**config.mk**
```make
export PLATFORM = sky130hd
export DESIGN_NAME = spp_port
export DESIGN_NICKNAME = d
export VERILOG_FILES = /design/src/logic/spp_pkg.sv /design/src/logic/spp_port.sv /design/src/logic/spp_sync.sv
export SDC_FILE = /design/constraint.sdc
export NUM_CORES = 1
export LEC_CHECK = 0
export BUFFER_PORTS_ARGS = -buffer_cell sky130_fd_sc_hd__buf_4
export CELL_PAD_IN_SITES_DETAIL_PLACEMENT = 0
export CELL_PAD_IN_SITES_GLOBAL_PLACEMENT = 2
export CORE_AREA = 2 2 98 100
export CTS_CLUSTER_DIAMETER = 50
export CTS_CLUSTER_SIZE = 10
export DETAILED_ROUTE_END_ITERATION = 6
export DIE_AREA = 0 0 100 102
export PLACE_DENSITY_LB_ADDON = 0.25
export SLEW_MARGIN = 10
export SYNTH_ARGS = -nofsm -noshare
export SYNTH_HDL_FRONTEND = slang
export SYNTH_SLANG_ARGS = --single-unit
```
**constraint.sdc**
```tcl
create_clock -name pclk -period 1.8 [get_ports pclk]
set_input_delay 0.09 -clock pclk [delete_from_list [all_inputs] [get_ports pclk]]
set_output_delay 0.09 -clock pclk [all_outputs]
set_load 0.02 [all_outputs]
```
**src/logic/spp_pkg.sv**
```systemverilog
`default_nettype none
package spp_pkg;
  localparam int          SPP_WIDTH        = 8;
  localparam logic [31:0] SPP_DATA_ADDR    = 32'hFFFFF00A;
  localparam logic [31:0] SPP_FSEL_ADDR    = 32'hFFFFF04A;
  localparam logic [31:0] SPP_DIR_ADDR     = 32'hFFFFF02A;
  localparam logic [11:0] SPP_DATA_IDX     = 12'h00A;
  localparam logic [11:0] SPP_FSEL_IDX     = 12'h04A;
  localparam logic [11:0] SPP_DIR_IDX      = 12'h02A;
  localparam logic [7:0]  SPP_FSEL_RESET   = 8'h00;
  localparam logic [7:0]  SPP_FSEL_MASK    = 8'h53;
  localparam logic [7:0]  SPP_DIR_RESET    = 8'hFF;
  localparam logic [7:0]  SPP_DATA_RESET   = 8'h00;
  localparam logic [7:0]  SPP_SMALL_MASK   = 8'hF3;
  localparam logic [7:0]  SPP_LARGE_MASK   = 8'hFF;
  localparam int          SPP_BIT_WR_LOW   = 0;
  localparam int          SPP_BIT_WR_HIGH  = 1;
  localparam int          SPP_BIT_RD       = 4;
  localparam int          SPP_BIT_ADDRESS_STROBE     = 6;

  typedef struct packed {
    logic write_strobe_low_lane;
    logic write_strobe_high_lane;
    logic read_strobe;
    logic address_strobe;
  } spp_strobes_t;

  typedef struct packed {
    logic [7:0] out;
    logic [7:0] oe;
  } spp_pins_t;
endpackage : spp_pkg
`default_nettype wire

```
**src/logic/spp_port.sv**
```systemverilog
// How it works
// width six pins small, eight large
// small variant lacks bits 2 and 3
// data register: read pins, write outputs
// byte or single-bit access via byte/bit masks
// output data bit drives its pin level
// direction bit 0 output, 1 input
// function-select bit picks port or strobe
// function select resets to zero
// bit 1 routes high-lane write strobe
// bits 0,4,6 strobes; others read zero
`timescale 1ns/10ps
`default_nettype none
module spp_port #(
  parameter bit LARGE_VARIANT = 1'b1
) (
  input  wire logic                  pclk,
  input  wire logic                  presetn,
  input  wire logic                  psel,
  input  wire logic                  penable,
  input  wire logic                  pwrite,
  input  wire logic [31:0]           paddr,
  input  wire logic [31:0]           pwdata,
  input  wire logic [3:0]            pstrb,
  output logic                       pready,
  output logic      [31:0]           prdata,
  output logic                       pslverr,
  input  wire spp_pkg::spp_strobes_t strobes,
  input  wire logic [7:0]            pin_in,
  output spp_pkg::spp_pins_t         pins
);
  import spp_pkg::*;

  logic [7:0] impl_mask;
  logic [7:0] pin_sync;
  logic [7:0] data_q;
  logic [7:0] dir_q;
  logic [7:0] fsel_q;
  logic [7:0] next_data;
  logic [7:0] next_dir;
  logic [7:0] next_fsel;
  logic [7:0] strobe_vec;
  // one net per vector so that each pin's slice has its own driver
  wire  logic [7:0] read_val;
  wire  logic [7:0] pin_out;
  wire  logic [7:0] pin_oe;
  logic       hit_data;
  logic       hit_dir;
  logic       hit_fsel;
  logic       wr_en;
  logic [7:0] wbyte;

  assign impl_mask = LARGE_VARIANT ? SPP_LARGE_MASK : SPP_SMALL_MASK;

  spp_sync u_sync (
    .pclk    (pclk),
    .presetn (presetn),
    .d       (pin_in),
    .q       (pin_sync)
  );

  // the printed offsets are not word aligned, so each one is kept as a
  // register index and the aligned byte address is four times it;
  // data sits in the low byte of each word
  assign hit_data = (paddr == {18'h00000, SPP_DATA_IDX, 2'b00});
  assign hit_dir  = (paddr == {18'h00000, SPP_DIR_IDX, 2'b00});
  assign hit_fsel = (paddr == {18'h00000, SPP_FSEL_IDX, 2'b00});

  // zero-wait slave: answer in the first access cycle
  assign pready  = 1'b1;
  assign pslverr = psel & penable & ~(hit_data | hit_dir | hit_fsel);
  assign wr_en   = psel & penable & pwrite & pstrb[0];
  assign wbyte   = pwdata[7:0];

  always_comb begin
    strobe_vec                  = 8'h00;
    strobe_vec[SPP_BIT_WR_LOW]  = strobes.write_strobe_low_lane;
    strobe_vec[SPP_BIT_WR_HIGH] = strobes.write_strobe_high_lane;
    strobe_vec[SPP_BIT_RD]      = strobes.read_strobe;
    strobe_vec[SPP_BIT_ADDRESS_STROBE]    = strobes.address_strobe;
  end

  // single-bit software writes arrive as read-modify-write of the byte,
  // so untouched bits keep their value
  always_comb begin
    next_data = data_q;
    next_dir  = dir_q;
    next_fsel = fsel_q;
    if (wr_en && hit_data) begin
      next_data = wbyte & impl_mask;
    end
    if (wr_en && hit_dir) begin
      next_dir = (wbyte & impl_mask) | ~impl_mask;
    end
    if (wr_en && hit_fsel) begin
      next_fsel = wbyte & SPP_FSEL_MASK;
    end
  end

  always_ff @(posedge pclk or negedge presetn) begin
    if (!presetn) begin
      data_q <= SPP_DATA_RESET;
      dir_q  <= SPP_DIR_RESET;
      fsel_q <= SPP_FSEL_RESET;
    end else begin
      data_q <= next_data;
      dir_q  <= next_dir;
      fsel_q <= next_fsel;
    end
  end

  genvar i;
  generate
    for (i = 0; i < SPP_WIDTH; i++) begin : g_pin
      // alternate mode always drives the pin, whatever the direction bit says
      assign pin_out[i]  = fsel_q[i] ? strobe_vec[i] : data_q[i];
      assign pin_oe[i]   = fsel_q[i] | (~dir_q[i] & impl_mask[i]);
      assign read_val[i] = (dir_q[i] && !fsel_q[i]) ?
                           (pin_sync[i] & impl_mask[i]) : data_q[i];
    end
  endgenerate

  assign pins = {pin_out, pin_oe};

  always_ff @(posedge pclk or negedge presetn) begin
    if (!presetn) begin
      prdata <= 32'h0000_0000;
    end else if (psel && !penable && !pwrite) begin
      // captured in setup so the access cycle returns stable data
      if (hit_data) begin
        prdata <= {24'h000000, read_val};
      end else if (hit_dir) begin
        prdata <= {24'h000000, dir_q};
      end else if (hit_fsel) begin
        prdata <= {24'h000000, fsel_q};
      end else begin
        prdata <= 32'h0000_0000;
      end
    end
  end

  fsel_reset_a: assert property (@(posedge pclk) $rose(presetn) |-> fsel_q == 8'h00)
    else $error("function select not zero after reset");
  fsel_zero_a: assert property (@(posedge pclk) disable iff (!presetn)
    (fsel_q & ~SPP_FSEL_MASK) == 8'h00)
    else $error("reserved select bits set");
  high_lane_a: assert property (@(posedge pclk) disable iff (!presetn)
    fsel_q[1] |-> (pins.out[1] == strobes.write_strobe_high_lane && pins.oe[1]))
    else $error("pin 1 not carrying high-lane strobe");
  port_out_a: assert property (@(posedge pclk) disable iff (!presetn)
    (!fsel_q[0] && !dir_q[0]) |-> (pins.oe[0] && pins.out[0] == data_q[0]))
    else $error("pin 0 output does not follow data");
  dir_input_a: assert property (@(posedge pclk) disable iff (!presetn)
    (dir_q[7] && !fsel_q[7]) |-> !pins.oe[7])
    else $error("input pin driven");
  data_write_a: assert property (@(posedge pclk) disable iff (!presetn)
    (wr_en && hit_data) |=> data_q == ($past(wbyte) & impl_mask))
    else $error("data write not stored");
  small_mask_a: assert property (@(posedge pclk) disable iff (!presetn)
    !LARGE_VARIANT |-> (data_q[3:2] == 2'b00 && pins.oe[3:2] == 2'b00))
    else $error("absent bits active on small variant");
  read_pin_a: assert property (@(posedge pclk) disable iff (!presetn)
    (psel && !penable && !pwrite && hit_data && dir_q[5] && !fsel_q[5])
      |=> prdata[5] == $past(pin_sync[5] & impl_mask[5]))
    else $error("input pin level not read");
  strobe_sel_a: assert property (@(posedge pclk) disable iff (!presetn)
    fsel_q[6] |-> pins.out[6] == strobes.address_strobe)
    else $error("address strobe not routed");

  // bus answer checks
  pready_high_a: assert property (@(posedge pclk) disable iff (!presetn)
    (psel && penable)
      |-> pready)
    else $error("slave not ready in access phase");

  slverr_unmapped_a: assert property (@(posedge pclk) disable iff (!presetn)
    (psel && penable && !(hit_data || hit_dir || hit_fsel))
      |-> pslverr)
    else $error("unmapped access not flagged");

  slverr_mapped_a: assert property (@(posedge pclk) disable iff (!presetn)
    (psel && penable && hit_data)
      |-> !pslverr)
    else $error("mapped access flagged as error");

  // register write and hold checks
  dir_write_a: assert property (@(posedge pclk) disable iff (!presetn)
    (wr_en && hit_dir)
      |=> dir_q == (($past(wbyte) & $past(impl_mask)) | ~$past(impl_mask)))
    else $error("direction write not stored");

  fsel_write_a: assert property (@(posedge pclk) disable iff (!presetn)
    (wr_en && hit_fsel)
      |=> fsel_q == ($past(wbyte) & SPP_FSEL_MASK))
    else $error("function select write not stored");

  data_hold_a: assert property (@(posedge pclk) disable iff (!presetn)
    !(wr_en && hit_data)
      |=> $stable(data_q))
    else $error("data changed without a write");

  dir_hold_a: assert property (@(posedge pclk) disable iff (!presetn)
    !(wr_en && hit_dir)
      |=> $stable(dir_q))
    else $error("direction changed without a write");

  fsel_hold_a: assert property (@(posedge pclk) disable iff (!presetn)
    !(wr_en && hit_fsel)
      |=> $stable(fsel_q))
    else $error("function select changed without a write");

  strb_ignore_a: assert property (@(posedge pclk) disable iff (!presetn)
    (psel && penable && pwrite && !pstrb[0])
      |=> $stable(data_q))
    else $error("write with lane off took effect");

  // strobe routing checks
  low_lane_a: assert property (@(posedge pclk) disable iff (!presetn)
    fsel_q[0]
      |-> (pins.out[0] == strobes.write_strobe_low_lane && pins.oe[0]))
    else $error("pin 0 not carrying low-lane strobe");

  read_strobe_a: assert property (@(posedge pclk) disable iff (!presetn)
    fsel_q[4]
      |-> (pins.out[4] == strobes.read_strobe && pins.oe[4]))
    else $error("pin 4 not carrying read strobe");

  address_strobe_drive_a: assert property (@(posedge pclk) disable iff (!presetn)
    fsel_q[6]
      |-> pins.oe[6])
    else $error("address strobe pin not driven");

  // port mode checks
  port_out1_a: assert property (@(posedge pclk) disable iff (!presetn)
    (!fsel_q[1] && !dir_q[1])
      |-> (pins.oe[1] && pins.out[1] == data_q[1]))
    else $error("pin 1 output does not follow data");

  port_out7_a: assert property (@(posedge pclk) disable iff (!presetn)
    (!fsel_q[7] && !dir_q[7])
      |-> (pins.oe[7] && pins.out[7] == data_q[7]))
    else $error("pin 7 output does not follow data");

  dir_input0_a: assert property (@(posedge pclk) disable iff (!presetn)
    (dir_q[0] && !fsel_q[0])
      |-> !pins.oe[0])
    else $error("input pin 0 driven");

  // read path checks
  read_latch_a: assert property (@(posedge pclk) disable iff (!presetn)
    (psel && !penable && !pwrite && hit_data && !dir_q[2] && !fsel_q[2])
      |=> prdata[2] == $past(data_q[2]))
    else $error("output latch not read back");

  read_dir_a: assert property (@(posedge pclk) disable iff (!presetn)
    (psel && !penable && !pwrite && hit_dir)
      |=> prdata[7:0] == $past(dir_q))
    else $error("direction not read back");

  read_fsel_a: assert property (@(posedge pclk) disable iff (!presetn)
    (psel && !penable && !pwrite && hit_fsel)
      |=> prdata[7:0] == $past(fsel_q))
    else $error("function select not read back");

  prdata_upper_a: assert property (@(posedge pclk) disable iff (!presetn)
    psel
      |-> prdata[31:8] == 24'h000000)
    else $error("upper read bits not zero");

  read_hold_a: assert property (@(posedge pclk) disable iff (!presetn)
    !(psel && !penable && !pwrite)
      |=> $stable(prdata))
    else $error("read data moved outside a read setup");

  // variant width checks
  width_mask_a: assert property (@(posedge pclk) disable iff (!presetn)
    psel
      |-> (data_q & ~impl_mask) == 8'h00)
    else $error("absent data bits stored");

  dir_absent_a: assert property (@(posedge pclk) disable iff (!presetn)
    psel
      |-> (dir_q | impl_mask) == 8'hFF)
    else $error("absent pins not left as inputs");
endmodule : spp_port
`default_nettype wire

```
**src/logic/spp_sync.sv**
```systemverilog
`timescale 1ns/10ps
`default_nettype none
module spp_sync (
  input  wire logic       pclk,
  input  wire logic       presetn,
  input  wire logic [7:0] d,
  output logic      [7:0] q
);
  logic [7:0] meta;
  logic [7:0] next_meta;
  logic [7:0] next_q;

  always_comb begin
    next_meta = d;
    next_q    = meta;
  end

  always_ff @(posedge pclk or negedge presetn) begin
    if (!presetn) begin
      meta <= 8'h00;
      q    <= 8'h00;
    end else begin
      meta <= next_meta;
      q    <= next_q;
    end
  end
endmodule : spp_sync
`default_nettype wire
```
==> results.md, run 1 <==
* Status: finished, violations left
* Failing checks: negative setup slack
* H-tree levels at 2
* Wire per inst at 14.5 um
* Max-slew violations at 0
* Final Setup Violations at 17
* # fillers at 933
* Seq/Total Area, Yosys at between 50% and 60%
* Post-synthesis average cell area at 12.0 um2
* Floorplan row count at 35
* FMAX at around 530 MHz
* Vias in the first global route at 1672
* Ranking of synthesized cells by area: dfrtp_1, mux2_2, buf_4
* First-pass iteration count of the detailed router at 5
* Chip height at 102 um
* Setup tns final at -0.944 ns
* Die Span X at approximately 100 um
* PD cells at roughly 650 nW/um2
* Cell count after synthesis at 180
* Via density at 4.21
* Count leader, synth: dfrtp_1
* Initial DRC Count at 64
* Clk Latency, worst-skew pair at ~0.29 ns
* Ys flop type: dfrtp_1
* # IOs at ~140
* Syn. warnings at 0
* Worst hold slack at 0.0459 ns
* Final ANT Viol Nets at 0
* Setup clock skew after layout at 0.00572 ns
* Bufs on Longest Clock Path at 2
* Fin. Hold Viols at 0
* Crit path to: pslverr
* Crit path DAT at 1.81 ns
* First-pass GRT wire length at 8740 um
* Reg2reg path depth at 4
* Die area at 10200 um2
* Number of synthesized flops with an enable pin at 0
* GR Overflow Total at 0
* FF+latch count, synth at 44
* Worst slew pin tran at 0.573 ns
* All-Layer GR Usage at 11.1%
* Clock root buffer: clkbuf_8
* Worst Setup Slack, final at -0.101 ns
* Starting Density at 23.7%
* CTS tree: done
* Clock-pin slew on the worst setup and hold paths at approximately 0.080 ns
* Total setup buffers inserted after CTS at 0
* Register-to-Register Setup Slack at around 0.38 ns
* Area share of the largest cell type after synthesis at 41.8%
* Worst Setup SP: paddr[9]
* Worst Setup Path Type: in2out
* Min-delay worst type: in2reg
* Largest net degree at the start of global routing at 45
* Critical Path RT at 1.71 ns
* TritonCTS buffer count at 5
* Maxcap violations at 0
* RSZ-0062 raised after global routing: yes
* Worst reg2reg endpoint: prdata[6]
* R2r startpoint: dir_q[6]
* Crit-path max FO at 4
* CTS sink count at between 40 and 50
* Synth area leader: dfrtp_1
* Initial antenna violation count at 0
* # port buffers at 82
* Asr flop ratio synth at 100%
* Final net count at 370
* Core Box Area at 9110 um2
* Top cells by count, synth: dfrtp_1, buf_4, mux2_2
* DRC viols at 0
* CP endpoint kind: output port
* Leakage power at around 1.5 nW
* Critical Path Source Type: primary input
* GP Congestion at 0.722
* Peak supply drop at 0.308 mV
* Area growth, synth to finish at 48.5%
* Final wirelength at 5760 um
* Mapped cell area at ~2200 um2
* Final instance area at 3200 um2
* Antenna diodes at 0
* Final core occ at 35.1%
* Tmin final at 1.90 ns
* Layout cell share with drive strength beyond 1 at 52.4%
* Post-DP HPWL at 4400 um
* DR vias at ~1700
* Netlist cell types at 31
* Worst slew margin at between 60 and 70%
* Post-DP Area at 2930 um2
* Crit share post-route at 106%
kinds of logic (layout without fill, tap and decap cells):
| family | Yosys count | count (layout) | share of synthesized area, % |
|---|---|---|---|
| DFF | 44 | 44 | 51.6 |
| other | 2 | 25 | 0.349 |
| and+or+nand+nor | 44 | 44 | 14.1 |
| buffers and inverters | 41 | 124 | 12.3 |
| muxes | 28 | 28 | 14.4 |
| AOI/OAI and AO/OA | 21 | 21 | 7.32 |
how the worst min path moves through the flow:
stage	start	to	slack, ns	cells after the start
after floorplan	presetn	data_q[0]	-0.21	0
after global placement	presetn	u_sync.q[1]	0.13	1
after detailed placement	presetn	u_sync.meta[0]	0.14	1
after CTS	pwdata[6]	data_q[6]	0.03	2
after global routing	pwdata[3]	dir_q[3]	0.03	2
final	pwdata[3]	dir_q[3]	0.05	2
where the power goes:
part           internal, mW  leakage (nW)  switching (mW)
clock network         0.490        0.0645           0.341
logic                 0.115         0.902           0.120
registers              1.01         0.548         0.00395
total                  1.61          1.52           0.465
stage by stage:
step	instances	setup WS (ns)	total power, mW
after global placement	380	-0.459	1.25
after floorplan	203	-0.429	1.15
after global routing	397	-0.138	2.16
after detailed placement	380	-0.454	1.25
after CTS	397	-0.106	2.10
final	397	-0.101	2.08
area by class of cell:
class                           count  area, um2  share of cell area (%)
Sequential cell                    44       1110                    34.7
Multi-Input combinational cell    118        946                    29.6
Timing Repair Buffer              108        848                    26.5
Tap cell                          111        139                    4.34
Clock buffer                        7       96.3                    3.01
Clock inverter                      1       30.0                   0.938
Inverter                            8       30.0                   0.938
flip-flops by register name, indices dropped and copies added (netlist names):
name and cells:
data_q 8, u_sync.q 8, prdata 8, fsel_q 4, dir_q 8, u_sync.meta 8
cell usage in the layout, fill, tap and decap left out, drive strengths merged, types with 5 or more instances in the layout:
cell / Yosys / layout
o21ai: 8 / 8
inv: 8 / 8
buf: 30 / 99
dfrtp: 36 / 36
nand2: 5 / 5
mux2: 24 / 24
conb: 2 / 25
dfstp: 8 / 8
nand2b: 11 / 11
dlygate4sd3: 0 / 9
clkbuf: 3 / 7
nor4: 8 / 8
nor2: 6 / 6
worst max-delay path, cell delays in order:
cell and delay, ns:
buf_6 0.09, or4_4 0.53, or4_4 0.59, buf_4 0.17
a211oi_2 0.13, nor2_1 0.06, buf_4 0.16
layer usage:
metal | wire length (um) | track usage [%] | vias up
met5 | 0 | 0 | -
met3 | 454 | 2.67 | 5
met1 | 2620 | 15.1 | 784
met4 | 40 | 2.85 | 0
li1 | - | - | 800
met2 | 2640 | 18.0 | 82
timing repair:
action | CTS | global route
endpoints found under the hold margin | 44 | 0
pin swaps | 2 | 1
hold buffers | 9 | 0
resized for setup | 8 | 6
endpoints found under the setup margin | 21 | 21
cloned | 0 | 0
(Power assumes the default switching activity.)
==> inputs of run 2 (changes only) <==
GPL_ROUTABILITY_DRIVEN = 1   (was not set)
clock period = 1.75 ns   (was 1.8 ns; I/O delays follow)
==> run 2 against run 1 <==
Effect of this change: the flow still finishes with violations (negative setup slack); register-to-register slack got worse by 0.02 ns; first-iteration DRC count fell by 14%; sequential cell count did not move; final cell count did not move; final area rose by 0.31%; sequential share of layout area fell by 0.11 points; worst hold slack got worse by 0.017 ns; combinational power rose by 3%; power rose by 1.2%; clock power fell by 1%; core utilization rose by 0.11 points.
==> results.md, run 2 (synthesis results as in run 1) <==
* Status: finished, violations left
* Failing checks: negative setup slack
* Reg2reg path depth at 4
* Worst slew margin at 62.6%
* GR Overflow Total at 0
* Total setup buffers inserted after CTS at 0
* Clk Latency, worst-skew pair at 0.30 ns
* Maxcap violations at 0
* Setup tns final at -2.07 ns
* Placed Instances at between 300 and 400
* Chip height at approximately 100 um
* CP max-delay cell: or4_4
* Wire per inst at between 10 and 15 um
* Critical-path cell list: buf_6, or4_4, or4_4, buf_6, a211oi_2, nor2_1, buf_4
* Worst slew pin tran at 0.561 ns
* Final ANT Viol Nets at 0
* CTS tree: done
* Critical Path Source Type: primary input
* CTS sink count at between 40 and 50
* Worst Setup Path Type: in2out
* Starting Density at 23.7%
* Clock root buffer: clkbuf_8
* Crit share post-route at 109%
* Post-DP HPWL at 4440 um
* Die area at between 10000 and 15000 um2
* Area growth, synth to finish at 49.0%
* Critical Path RT at 1.66 ns
* Layout cell share with drive strength beyond 1 at a little over half
* Final Setup Violations at 21
* Bufs on Longest Clock Path at 2
* RSZ-0062 raised after global routing: yes
* Antenna diodes at 0
* CP endpoint kind: output port
* Setup clock skew after layout at 0.0102 ns
* Tmin final at 1.90 ns
* Largest net degree at the start of global routing at between 40 and 50
* First-pass GRT wire length at 9030 um
* Leakage power at 1.52 nW
* FMAX at 525 MHz
* GP Congestion at 0.722
* # IOs at 135
* Final net count at 370
* Crit path DAT at 1.82 ns
* All-Layer GR Usage at a little under an eighth
* Max-slew violations at 0
* Via density at 4.28
* Clock-pin slew on the worst setup and hold paths at approximately 0.09 ns
* Most frequent cells in the layout: buf_4, dfrtp_1, conb_1, mux2_4, nand2b_1
* Floorplan row count at 35
* Die Span X at 100 um
* Hold Crit Depth at 2
* H-tree levels at 2
* TritonCTS buffer count at 5
* Final wirelength at 5850 um
* PD cells at 655 nW/um2
* Crit-path max FO at 4
* # port buffers at 82
* Worst Setup Slack, final at -0.154 ns
* First-pass iteration count of the detailed router at 4
* Commonest non-fill, non-tap cell in the layout: buf_4
* Vias in the first global route at 1694
* Fin. Hold Viols at 0
* DR vias at 1701
* Fin cells at ~400
* Min-delay worst type: in2reg
* Peak supply drop at between 0.2 and 0.3 mV
* Initial antenna violation count at 0
* DRC viols at 0
* Worst hold slack at 0.0285 ns
* Largest stage delay, worst path at 0.62 ns
* Total chip power at 2.10 mW
* Initial DRC Count at 55
* Core Box Area at around 9100 um2
## run 2: cell count changes in the layout (fill, tap and decap cells not counted)
cell / delta
or4b_1: +1
or4b_4: -1
buf_6: +1
clkinv_4: +1
clkbuf_8: -1
buf_4: -1
mux2_4: +4
mux2_2: -4
## run 2: final timing paths
kind	slack, ns	from	end
max	-0.15	paddr[12]	pslverr
min	0.03	pwdata[5]	data_q[5]
max reg2reg	0.36	dir_q[6]	prdata[6]
min reg2reg	0.35	u_sync.meta[0]	u_sync.q[0]
max in group asynchronous	1.04	presetn	dir_q[7]
min in group asynchronous	0.32	presetn	u_sync.meta[1]
## run 2: critical path: cells and delay by family
kind	cells	cell delay, ns
AO/OA/AOI/OAI	1	0.13
buffers and inverters	3	0.40
AND/OR/NAND/NOR	3	1.21
## run 2: area by class of cell
class / instances / area, um2
Multi-Input combinational cell: 118 / 957
Sequential cell: 44 / 1110
Tap cell: 111 / 139
Clock inverter: 2 / 38.8
Clock buffer: 6 / 82.6
Timing Repair Buffer: 108 / 852
Inverter: 8 / 30.0
Fill cell: 921 / 5900
## run 2: metrics by stage
| step | instance area, um2 | util (%) | setup slack, ns |
|---|---|---|---|
| floorplan | 2290 | - | -0.477 |
| global placement | 2930 | 32.2 | -0.506 |
| detailed placement | 2930 | 32.2 | -0.489 |
| CTS | 3210 | 35.2 | -0.158 |
| global route | 3210 | 35.2 | -0.201 |
| finish | 3210 | 35.2 | -0.154 |
## run 2: repair_timing
item	4_1_cts	5_1_grt
endpoints found under the setup margin	21	21
pin swaps	2	0
hold buffers	9	0
resized for setup	17	1
hold endpoints to repair	44	0
## run 2: per-layer routing
| layer | share of wire (%) | routed length (um) | up-vias | global-route usage [%] |
|---|---|---|---|---|
| met1 | 44 | 2600 | 811 | 15.3 |
| met4 | 1.2 | 70 | 0 | 3.48 |
| met2 | 46 | 2680 | 81 | 18.5 |
| met5 | 0 | 0 | - | 0 |
| met3 | 8.6 | 500 | 7 | 3.21 |
| li1 | - | - | 802 | - |
## run 2: power by group
group / switching [mW] / leakage (nW) / internal, mW
Combinational: 0.123 / 0.906 / 0.117
Clock: 0.355 / 0.0614 / 0.467
Sequential: 0.00421 / 0.548 / 1.04
==> inputs of run 3 (changes only) <==
ABC_CLOCK_PERIOD_IN_PS = 1750   (was not set)
PLACE_DENSITY_LB_ADDON = 0.1   (was 0.25)
SLEW_MARGIN = 30   (was 10)
==> run 3 against run 2 <==
Effect of this change: the flow still finishes with violations (negative setup slack); via count up 2.8%; power up 0.13%; largest power group unchanged; global-route usage about the same; routed wire length up 0.65%; combinational power about the same; count of clock-buffer cells in the layout unchanged; worst hold slack better by 0.0046 ns; final area about the same; maximum frequency down 0.42%; first-iteration DRC count down 1.8%; die area unchanged.
==> results.md, run 3 (synthesis results as in run 1) <==
* Min-delay worst type: in2reg
* CP delay by family, top: simple AND/OR/NAND/NOR gates
* Worst Setup Slack, final at -0.162 ns
* Final instance area at 3210 um2
* Bufs on Longest Clock Path at 2
* Worst hold slack at about 0.033 ns
* First-pass GRT wire length at 8940 um
* CTS tree: done
* Final Setup Violations at 21
* PD cells at roughly 660 nW/um2
* Fin cells at roughly 400
* Critical-path cell list: buf_6, or4_4, or4_4, buf_4, nor4_4, buf_12, mux2_1
* Worst Setup Path Type: in2reg
* TritonCTS buffer count at 5
* Clock-pin slew on the worst setup and hold paths at ~0.090 ns
* Max layer used: met4
* DRC viols at 0
* Worst slew pin tran at 0.559 ns
* Fin. Hold Viols at 0
* Most frequent cells in the layout: buf_4, dfrtp_1, conb_1, mux2_4, nand2b_1
* First-pass iteration count of the detailed router at 5
* RSZ-0062 raised after global routing: yes
* Final net count at 370
* Largest net degree at the start of global routing at 45
* Initial DRC Count at 54
* Largest stage delay, worst path at 0.58 ns
* Tmin final at around 1.9 ns
* Die area at 10200 um2
* Starting Density at 23.7%
* CP endpoint kind: flop
* Status: finished, violations left
* Failing checks: negative setup slack
* GP Congestion at 0.680
* Met3 WL at approximately 450 um
* Via density at 4.41
* Initial antenna violation count at 0
* Setup clock skew after layout at 0.00883 ns
* Leakage power at 1.52 nW
* Maxcap violations at 0
* CP max-delay cell: or4_4
* Final ANT Viol Nets at 0
* Critical Path Source Type: primary input
* Area of the multi-input gates at 951 um2
* Clock root buffer: clkbuf_8
* Area growth, synth to finish at 49.0%
* Crit share post-route at 109%
* M1 WL at 2650 um
* Floorplan row count at 35
* Max-slew violations at 0
* Antenna diodes at 0
* Die Span X at 100 um
* Worst slew margin at 62.7%
* CTS sink count at 44
* All-Layer GR Usage at approximately 12%
* Chip height at 102 um
* Crit path buf inv count at 3
* Clk Latency, worst-skew pair at 0.30 ns
* Critical Path RT at 1.98 ns
* Crit path DAT at 2.14 ns
* Peak supply drop at about 0.36 mV
* Most frequent CP cell: or4_4
* # fillers at between 900 and 1000
* Placed Instances at about 380
* Crit-path max FO at 8
* Post-DP Area at 2920 um2
* Core Box Area at 9110 um2
* Commonest non-fill, non-tap cell in the layout: buf_4
* # IOs at ~140
* Wire per inst at approximately 15 um
* Post-DP HPWL at about 4200 um
* DR vias at 1749
* Final wirelength at 5890 um
* H-tree levels at 2
* # port buffers at 82
* Vias in the first global route at between 1500 and 2000
* GR Overflow Total at 0
* Routed met2 length at about 2700 um
* Layout cell share with drive strength beyond 1 at 52.1%
* Reg area at 1110 um2
* FMAX at 523 MHz
run 3: worst register-to-register path, stage by stage (launching register included):
cell	delay [ns]
dfstp_2	0.56
nand2b_1	0.09
mux2i_1	0.13
a222oi_1	0.33
a22o_1	0.19
run 3: cell type report:
| class | instances | share of cell area [%] |
|---|---|---|
| timing repair buffer | 108 | 26.7 |
| clock inverter | 2 | 1.21 |
| multi-input combinational | 118 | 29.6 |
| inverter | 8 | 0.936 |
| tap | 111 | 4.33 |
| clock buffer | 6 | 2.57 |
| sequential | 44 | 34.6 |
run 3: report_power, final:
part	switching (mW)	total, mW	internal, mW	leakage (nW)
logic	0.124	0.242	0.118	0.911
registers	0.00412	1.04	1.04	0.548
clock network	0.357	0.824	0.467	0.0614
run 3: stage by stage:
stage               utilization (%)  setup WS [ns]  TNS [ns]  power (mW)
floorplan                         -         -0.477     -9.40        1.18
global placement               32.1         -0.482    -10.52        1.28
detailed placement             32.1         -0.506    -10.74        1.28
CTS                            35.0         -0.156     -2.90        2.15
global route                   35.2         -0.208     -3.10        2.21
finish                         35.2         -0.162     -2.74        2.11
run 3: worst paths after layout:
kind	start	to	slack (ns)	cells after the start
max	paddr[9]	dir_q[6]	-0.16	7
min	pwdata[6]	dir_q[6]	0.03	2
max reg2reg	dir_q[1]	prdata[1]	0.40	4
min reg2reg	u_sync.meta[1]	u_sync.q[1]	0.35	0
max in group asynchronous	presetn	dir_q[2]	1.05	2
min in group asynchronous	presetn	u_sync.meta[6]	0.33	2
run 3: metal layers:
layer	vias up	global-route usage (%)
li1	802	-
met1	846	14.8
met5	-	0
met2	90	18.8
met3	11	2.94
met4	0	4.64
run 3: repair_timing:
item                                    4_1_cts  5_1_grt
cloned                                        0        0
endpoints found under the setup margin       21       21
buffers inserted                              3        0
gates resized for setup                       9        4
hold buffers                                  9        0
pin swaps                                     3        1
endpoints found under the hold margin        44        0
